--- src/hdl/synth_cfg_pkg.sv ---
// constants for the sampling-clock synthesiser configuration block
package synth_cfg_pkg;

  // serial control port framing: rw bit, address, data, msb first
  localparam int          ADDR_W     = 15;
  localparam int          DATA_W     = 8;
  localparam int          FRAME_BITS = 24;
  localparam int          ADDR_BITS  = 16;
  localparam logic [4:0]  LAST_ADDR_BIT = 5'h0F;
  localparam logic [4:0]  LAST_DATA_BIT = 5'h17;

  // register offsets
  localparam logic [14:0] ADDR_REF_CTRL = 15'h003C;
  localparam logic [14:0] ADDR_FBDIV_VP = 15'h003D;
  localparam logic [14:0] ADDR_FBDIV_N  = 15'h003E;
  localparam logic [14:0] ADDR_OSC_BIAS = 15'h003F;
  localparam logic [14:0] ADDR_LANE_PE  = 15'h0048;

  // reset values
  localparam logic [7:0]  RST_REF_CTRL = 8'h01;
  localparam logic [7:0]  RST_FBDIV_VP = 8'h00;
  localparam logic [7:0]  RST_FBDIV_N  = 8'h20;
  localparam logic [7:0]  RST_OSC_BIAS = 8'h4F;
  localparam logic [7:0]  RST_LANE_PE  = 8'h00;
  localparam logic [7:0]  UNMAPPED_DATA = 8'h00;

  // field positions
  localparam int REF_EN_BIT = 0;
  localparam int V_DIV_LSB  = 0;
  localparam int P_DIV_LSB  = 2;
  localparam int N_DIV_LSB  = 0;
  localparam int BIAS_LSB   = 0;
  localparam int PE_LSB     = 0;
  localparam int CODE_W     = 2;
  localparam int RATIO_W    = 6;
  localparam int BIAS_W     = 7;
  localparam int PE_W       = 4;

  // divider codes and the ratios they select; 0 means stopped
  localparam logic [1:0] CODE_0 = 2'h0;
  localparam logic [1:0] CODE_1 = 2'h1;
  localparam logic [1:0] CODE_2 = 2'h2;
  localparam logic [5:0] V_RATIO_0 = 6'h05;
  localparam logic [5:0] V_RATIO_1 = 6'h04;
  localparam logic [5:0] V_RATIO_2 = 6'h03;
  localparam logic [5:0] P_RATIO_0 = 6'h01;
  localparam logic [5:0] P_RATIO_1 = 6'h02;
  localparam logic [5:0] P_RATIO_2 = 6'h04;
  localparam logic [5:0] RATIO_STOP = 6'h00;

endpackage

--- src/hdl/div_if.sv ---
// carrier between the configuration logic and one feedback divider stage
`timescale 1ns/1ns
interface div_if;
  logic                                tick_in;
  logic [synth_cfg_pkg::RATIO_W-1:0]   ratio;
  logic                                hold;
  logic                                tick_out;

  modport divider (input tick_in, input ratio, input hold, output tick_out);
  modport control (output tick_in, output ratio, output hold, input tick_out);
endinterface

--- src/hdl/sampling_pll_divider_config.sv ---
// configuration registers of the sampling-clock synthesiser with serial control port
// Notes on behaviour
// - the reference clock output is on only while its enable bit and the synth enable are both set.
// - the reference output enable bit comes out of reset as one so the output runs unconfigured.
// - the second divider codes 0,1,2 divide by 1,2,4, code 3 is reserved, its output is sampling.
// - the first divider codes 0,1,2 divide by 5,4,3, code 3 is reserved, it feeds the second.
// - the third divider field is six bits, equals the ratio directly and resets to 32.
// - the third divider divides the sampling clock into the loop feedback clock.
// - one four-bit pre-emphasis value applies to every serial lane together.
`timescale 1ns/1ns
module sampling_pll_divider_config (
  // clock and reset
  input  wire logic        clk_in,
  input  wire logic        reset_in,
  // serial control port pins
  input  wire logic        sclk_in,
  input  wire logic        chip_select_n_in,
  input  wire logic        sdi_in,
  output logic             sdo_out,
  output logic             sdo_oe_n_out,
  // synthesiser controls from pins
  input  wire logic        synth_enable_in,
  input  wire logic        synth_loop_reset_in,
  // oscillator edge enable, same clock domain
  input  wire logic        vco_tick_in,
  // clock outputs as enables
  output logic             reference_clock_output,
  output logic             sampling_tick_out,
  output logic             feedback_tick_out,
  // analogue settings
  output logic [6:0]       oscillator_bias_level_out,
  output logic [3:0]       lane_pre_emphasis_out
);

  //////////////////////////////////////////////////////////////////////////////
  typedef struct packed {
    logic [2:0]  sclk_sync;
    logic [1:0]  cs_sync;
    logic [1:0]  sdi_sync;
    logic [1:0]  enable_sync;
    logic [1:0]  loop_reset_sync;
    logic [4:0]  bit_count;
    logic [22:0] shift_in;
    logic [7:0]  shift_out;
    logic        sdo_off;
    logic [7:0]  ref_ctrl;
    logic [7:0]  fbdiv_vp;
    logic [7:0]  fbdiv_n;
    logic [7:0]  osc_bias;
    logic [7:0]  lane_pe;
    logic        ref_clk_on;
  } cfg_state_t;

  localparam cfg_state_t STATE_RESET = '{
    sclk_sync:       3'h0,
    cs_sync:         2'h3,
    sdi_sync:        2'h0,
    enable_sync:     2'h0,
    loop_reset_sync: 2'h3,
    bit_count:       5'h00,
    shift_in:        23'h000000,
    shift_out:       8'h00,
    sdo_off:         1'b1,
    ref_ctrl:        synth_cfg_pkg::RST_REF_CTRL,
    fbdiv_vp:        synth_cfg_pkg::RST_FBDIV_VP,
    fbdiv_n:         synth_cfg_pkg::RST_FBDIV_N,
    osc_bias:        synth_cfg_pkg::RST_OSC_BIAS,
    lane_pe:         synth_cfg_pkg::RST_LANE_PE,
    ref_clk_on:      1'b0
  };

  cfg_state_t state;
  cfg_state_t next_state;

  div_if v_stage ();
  div_if p_stage ();
  div_if n_stage ();

  //////////////////////////////////////////////////////////////////////////////
  function automatic logic [7:0] read_mux(input logic [14:0] addr, input cfg_state_t s);
    logic [7:0] data;
    data = synth_cfg_pkg::UNMAPPED_DATA;
    case (addr)
      synth_cfg_pkg::ADDR_REF_CTRL: data = s.ref_ctrl;
      synth_cfg_pkg::ADDR_FBDIV_VP: data = s.fbdiv_vp;
      synth_cfg_pkg::ADDR_FBDIV_N:  data = s.fbdiv_n;
      synth_cfg_pkg::ADDR_OSC_BIAS: data = s.osc_bias;
      synth_cfg_pkg::ADDR_LANE_PE:  data = s.lane_pe;
      default:                      data = synth_cfg_pkg::UNMAPPED_DATA;
    endcase
    return data;
  endfunction

  function automatic logic [5:0] v_ratio(input logic [1:0] code);
    logic [5:0] r;
    case (code)
      synth_cfg_pkg::CODE_0: r = synth_cfg_pkg::V_RATIO_0;
      synth_cfg_pkg::CODE_1: r = synth_cfg_pkg::V_RATIO_1;
      synth_cfg_pkg::CODE_2: r = synth_cfg_pkg::V_RATIO_2;
      default:               r = synth_cfg_pkg::RATIO_STOP;
    endcase
    return r;
  endfunction

  function automatic logic [5:0] p_ratio(input logic [1:0] code);
    logic [5:0] r;
    case (code)
      synth_cfg_pkg::CODE_0: r = synth_cfg_pkg::P_RATIO_0;
      synth_cfg_pkg::CODE_1: r = synth_cfg_pkg::P_RATIO_1;
      synth_cfg_pkg::CODE_2: r = synth_cfg_pkg::P_RATIO_2;
      default:               r = synth_cfg_pkg::RATIO_STOP;
    endcase
    return r;
  endfunction

  //////////////////////////////////////////////////////////////////////////////
  // serial port and register file
  logic        sclk_rise;
  logic        sclk_fall;
  logic        selected;
  logic [23:0] frame;

  always_comb begin
    next_state = state;
    next_state.sclk_sync       = {state.sclk_sync[1:0], sclk_in};
    next_state.cs_sync         = {state.cs_sync[0], chip_select_n_in};
    next_state.sdi_sync        = {state.sdi_sync[0], sdi_in};
    next_state.enable_sync     = {state.enable_sync[0], synth_enable_in};
    next_state.loop_reset_sync = {state.loop_reset_sync[0], synth_loop_reset_in};

    sclk_rise = state.sclk_sync[1] & ~state.sclk_sync[2];
    sclk_fall = ~state.sclk_sync[1] & state.sclk_sync[2];
    selected  = ~state.cs_sync[1];
    frame     = {state.shift_in, state.sdi_sync[1]};

    if (!selected) begin
      // a frame cut short by chip select is dropped, nothing is written
      next_state.bit_count = 5'h00;
      next_state.sdo_off   = 1'b1;
    end else begin
      if (sclk_rise && state.bit_count <= synth_cfg_pkg::LAST_DATA_BIT) begin
        next_state.shift_in  = frame[22:0];
        next_state.bit_count = state.bit_count + 5'h01;
        if (state.bit_count == synth_cfg_pkg::LAST_ADDR_BIT && frame[15]) begin
          next_state.shift_out = read_mux(frame[14:0], state);
          next_state.sdo_off   = 1'b0;
        end
        if (state.bit_count == synth_cfg_pkg::LAST_DATA_BIT && !frame[23]) begin
          // reserved bits are stored as written; keeping them default is the host's job
          case (frame[22:8])
            synth_cfg_pkg::ADDR_REF_CTRL: next_state.ref_ctrl = frame[7:0];
            synth_cfg_pkg::ADDR_FBDIV_VP: next_state.fbdiv_vp = frame[7:0];
            synth_cfg_pkg::ADDR_FBDIV_N:  next_state.fbdiv_n  = frame[7:0];
            synth_cfg_pkg::ADDR_OSC_BIAS: next_state.osc_bias = frame[7:0];
            synth_cfg_pkg::ADDR_LANE_PE:  next_state.lane_pe  = frame[7:0];
            default: ;
          endcase
        end
      end
      // the bit after the load is still being sampled, so shifting starts one edge later
      if (sclk_fall && !state.sdo_off
          && state.bit_count > synth_cfg_pkg::LAST_ADDR_BIT + 5'h01) begin
        next_state.shift_out = {state.shift_out[6:0], 1'b0};
      end
    end

    next_state.ref_clk_on = state.ref_ctrl[synth_cfg_pkg::REF_EN_BIT]
                            & state.enable_sync[1];
  end

  always_ff @(posedge clk_in) begin
    if (reset_in) begin
      state <= STATE_RESET;
    end else begin
      state <= next_state;
    end
  end

  //////////////////////////////////////////////////////////////////////////////
  // feedback divider chain: oscillator -> first -> second (sampling) -> third (feedback)
  assign v_stage.tick_in = vco_tick_in;
  assign v_stage.ratio   = v_ratio(state.fbdiv_vp[synth_cfg_pkg::V_DIV_LSB +: 2]);
  assign v_stage.hold    = state.loop_reset_sync[1];
  assign p_stage.tick_in = v_stage.tick_out;
  assign p_stage.ratio   = p_ratio(state.fbdiv_vp[synth_cfg_pkg::P_DIV_LSB +: 2]);
  assign p_stage.hold    = state.loop_reset_sync[1];
  assign n_stage.tick_in = p_stage.tick_out;
  assign n_stage.ratio   = state.fbdiv_n[synth_cfg_pkg::N_DIV_LSB +: 6];
  assign n_stage.hold    = state.loop_reset_sync[1];

  // all stages share the loop reset, so no stage is left mid-count after a ratio change made under loop reset
  feedback_divider first_div (
    .clk_in   (clk_in),
    .reset_in (reset_in),
    .stage    (v_stage)
  );

  feedback_divider second_div (
    .clk_in   (clk_in),
    .reset_in (reset_in),
    .stage    (p_stage)
  );

  feedback_divider third_div (
    .clk_in   (clk_in),
    .reset_in (reset_in),
    .stage    (n_stage)
  );

  //////////////////////////////////////////////////////////////////////////////
  // sdo enable is kept inverted in its own flop so the pin needs no gate after it
  assign sdo_out                   = state.shift_out[7];
  assign sdo_oe_n_out              = state.sdo_off;
  assign reference_clock_output    = state.ref_clk_on;
  assign sampling_tick_out         = p_stage.tick_out;
  assign feedback_tick_out         = n_stage.tick_out;
  assign oscillator_bias_level_out = state.osc_bias[synth_cfg_pkg::BIAS_LSB +: 7];
  assign lane_pre_emphasis_out     = state.lane_pe[synth_cfg_pkg::PE_LSB +: 4];

endmodule

--- src/hdl/feedback_divider.sv ---
// one integer divider stage working on single-cycle tick enables
`timescale 1ns/1ns
module feedback_divider (
  // clock and reset
  input  wire logic   clk_in,
  input  wire logic   reset_in,
  // stage connection
  div_if.divider      stage
);

  typedef struct packed {
    logic [synth_cfg_pkg::RATIO_W-1:0] count;
    logic                              tick;
  } div_state_t;

  div_state_t state;
  div_state_t next_state;

  always_comb begin
    next_state      = state;
    next_state.tick = 1'b0;
    // a stopped ratio (reserved code or zero) gives no output at all
    if (stage.hold || stage.ratio == synth_cfg_pkg::RATIO_STOP) begin
      next_state.count = '0;
    end else if (stage.tick_in) begin
      if (state.count == stage.ratio - 6'h01) begin
        next_state.count = '0;
        next_state.tick  = 1'b1;
      end else begin
        next_state.count = state.count + 6'h01;
      end
    end
  end

  always_ff @(posedge clk_in) begin
    if (reset_in) begin
      state <= '0;
    end else begin
      state <= next_state;
    end
  end

  assign stage.tick_out = state.tick;

endmodule

--- config.mk ---
export PLATFORM = sky130hd
export DESIGN_NAME = sampling_pll_divider_config
export DESIGN_NICKNAME = d
export VERILOG_FILES = /design/src/hdl/synth_cfg_pkg.sv /design/src/hdl/div_if.sv /design/src/hdl/sampling_pll_divider_config.sv /design/src/hdl/feedback_divider.sv
export SDC_FILE = /design/constraint.sdc
export NUM_CORES = 1
export LEC_CHECK = 0
export BUFFER_PORTS_ARGS = -buffer_cell sky130_fd_sc_hd__buf_2
export CORE_MARGIN = 2
export CORE_UTILIZATION = 30
export DETAILED_ROUTE_END_ITERATION = 6
export PLACE_DENSITY = 0.52
export SYNTH_ARGS = -nofsm -noshare
export SYNTH_HDL_FRONTEND = slang
export SYNTH_SLANG_ARGS = --single-unit
--- constraint.sdc ---
create_clock -name clk_in -period 2.2 [get_ports clk_in]
set_clock_uncertainty 0.2 [all_clocks]
set_input_delay 0.22 -clock clk_in [delete_from_list [all_inputs] [get_ports clk_in]]
set_output_delay 0.22 -clock clk_in [all_outputs]
set_load 0.01 [all_outputs]
==> flow_summary_export.csv <==
group,metric,value,unit
timing,period_share,0.9646,
final_layout,nFillCells,1692,
drt,vias_per_cell,4.798,
power,powerDensity,618.1,nW/µm²
timing,maxSlewHeadroom,0.6577,
worst_hold_path,worstHoldPathCells,1,
worst_setup_path,cp_data_arrival_time,2190,ps
final_layout,area_delta_synth_final,19.47,%
grt,track_usage,0.1391,
yosys,ys_top_cells_by_area,"dfxtp_1 44%, mux2i_1 8.4%, nand2_1 5.5%, nor2_1 5.2%, a21oi_1 3.5%",
yosys,ys_types,58,
timing,finalSetupViolations,0,
yosys,synth-seq-cells,110,
timing,period_needed,2122,ps
drt,routedWlPerCell,14.50,µm
final_layout,final_net_count,615,
timing,finalHoldViolations,0,
job,drv_cap,0,
timing,slew_violations,0,
yosys,synth-xor-area-share,0.05072,
floorplanning,start_util,0.3041,
yosys,synth_top_family_by_area,"simple AND/OR/NAND/NOR gates",
power,vdd_ir_drop_max,390.5,µV
drt,antenna_left,0,
floorplanning,num_io_pins,24,
yosys,yosysMostFrequentCell,"dfxtp_1",
worst_setup_path,reg2regPathDepth,6,
worst_setup_path,startpoint_type,"flip-flop",
clock_network,clk_path_buf_depth,2,
grt,grt_max_degree,36,
yosys,ys.warnings.count,0,
clock_network,cts_tree,"yes",
drt,drt_wl_total,11.92,mm
worst_setup_path,crit_path_end_kind,"flip-flop",
yosys,yosysTopAreaCellShare,0.4398,
yosys,synth_seq_area_share,0.4398,
yosys,avgSynthCellArea,9.038,µm²
yosys,synth_top_cell_by_area,"dfxtp_1",
power,p_leak,0.002287,µW
floorplanning,core_area,16470,µm²
final_layout,final_core_util,0.3633,
yosys,synth_ff_type,"dfxtp_1",
grt,grt_overflow,0,
worst_hold_path,hp-class,"flip-flop to flip-flop",
drt,drc,0,
drt,route.vias.total,3944,
final_layout,design_area,5982,µm²
yosys,yosys.area_share.simple,0.2059,
yosys,async_flop_share,0,
yosys,synth_area,5007,µm²
worst_setup_path,reg2reg_from,"frame[10]",
yosys,synth_edf_count,0,
worst_hold_path,min_from,"next_state[79]",
timing,fmax,0.4712,GHz
drt,drtPass1Iterations,4,
floorplanning,die-width,133.2,µm
clock_network,root_buffer,"clkbuf_16",
placement,gp_congestion,0.7852,
placement,pre_cts_slack,-9.798,ps
worst_setup_path,critPathRequiredTime,2270,ps
grt,grt_pass1_wl,19.64,mm
placement,dp_hpwl,8.447,mm
placement,place.port_buffers,23,
power,power,3698,µW
floorplanning,die_area,17740,µm²
run_status,status,"complete, no violations",
final_layout,drive_gt1_frac,0.1811,
clock_network,cts_inserted_buffers,9,
drt,first_iter_violations,229,
timing,fin_ws,77.94,ps
clock_network,clkLatencyLatePin,360,ps
yosys,synthTopCellsByCount,"110 x dfxtp_1, 74 x nand2_1, 69 x nor2_1, 42 x mux2i_1, 35 x a21oi_1",
timing,tightest_slew,509.1,ps
final_layout,n_antenna_cell,0,
floorplanning,rows,47,
placement,placed_cell_area,5515,µm²
grt,antenna_found_initial,0,
clock_network,htree_levels,3,
clock_network,cts_sinks,110,
worst_setup_path,startpoint,"frame[10]",
floorplanning,die_h,133.2,µm
yosys,syn-num-nets,572,
yosys,netlist_instances,554,
timing,setup_tns,0,ps
yosys,synth_compound_area_frac,0.1159,
grt,grt_pass1_vias,3744,
clock_network,clkSlewWorstSetupHoldPaths,70,ps
yosys,synthAdderAreaFrac,0.02499,
worst_setup_path,worstSetupPathType,"flip-flop to flip-flop",
worst_setup_path,critPathMaxFanout,7,
yosys,synth.area.mux_share,0.1109,
[worst paths after layout]
path	endpoint	slack (ps)
worst min register to register	n_stage.hold	220
worst max register to register	state[47]	80
worst max-delay path	state[47]	80
worst min-delay path	n_stage.hold	220
[cells in the final DEF (no fill, tap or decap), types with 6 or more instances in the layout]
cell / count
dlygate4sd3_1: 9
a211oi_1: 7
xor2_1: 18
nand2_1: 74
a32o_1: 6
buf_2: 23
dfxtp_1: 107
and3_1: 9
buf_4: 40
nor2b_1: 11
a21oi_1: 35
nand2b_1: 6
xnor2_1: 11
nand3_1: 9
clkbuf_16: 9
nand4_1: 9
nor2_1: 68
mux2i_1: 42
ha_1: 9
inv_1: 11
[state kept, by name, indices dropped and copies added (netlist names), 4 cells and up]
register,flops
second_div.state,6
n_stage.ratio,6
third_div.state,6
oscillator_bias_level_out,7
state,38
frame,24
lane_pre_emphasis_out,4
first_div.state,6
next_state,6
[report_power, final]
part	switching [µW]	internal, µW
Clock	760	836
Sequential	6.28	2000
Combinational	56.5	39.8
[kinds of logic (layout without fill, tap and decap cells)]
logic type	Yosys count	in the layout
AND/OR/NAND/NOR	216	216
flip-flops	110	110
AO/OA/AOI/OAI	83	83
buffers and inverters	56	104
multiplexers	50	50
XOR/XNOR	29	29
adder cells (fa/ha/maj)	10	10
[timing repair]
action,4_1_cts,5_1_grt
resized for setup,1,12
endpoints found under the hold margin,7,0
setup endpoints to repair,6,21
hold buffers,9,0
setup buffers,0,4
pin swaps,1,6
[layer usage]
metal,global-route usage,routed length (µm),share of wire,vias to the layer above
li1,-,-,-,1989
met1,0.1900,5943,0.50,1883
met2,0.2188,5475,0.46,60
met3,0.02283,295,0.025,12
met4,0.05792,207,0.017,0
met5,0,0,0,-
[worst max-delay path, cell delays in order, from the launching register on]
cell and delay (ps):
dfxtp_2 340, or4_4 580, nor4_4 260, buf_4 180, a32o_1 130, o21ai_1 70, a311oi_1 270
[metrics by stage]
| step | hold slack, ps | std cells |
|---|---|---|
| finish | 217.2 | 822 |
| global route | 237.7 | 822 |
| CTS | 218.5 | 818 |
| detailed placement | 207.2 | 793 |
| global placement | 203.9 | 793 |
| floorplan | 123.8 | 554 |
[area by class of cell]
cell class	instances	area [µm²]	area share
Clock buffer	12	256.5	0.04288
Clock inverter	4	31.28	0.005229
Inverter	12	45.04	0.007530
Multi-Input combinational cell	388	2600	0.4346
Sequential cell	110	2206	0.3688
Tap cell	220	275.3	0.04602
Timing Repair Buffer	76	568.0	0.09496
(Power assumes the default switching activity.)
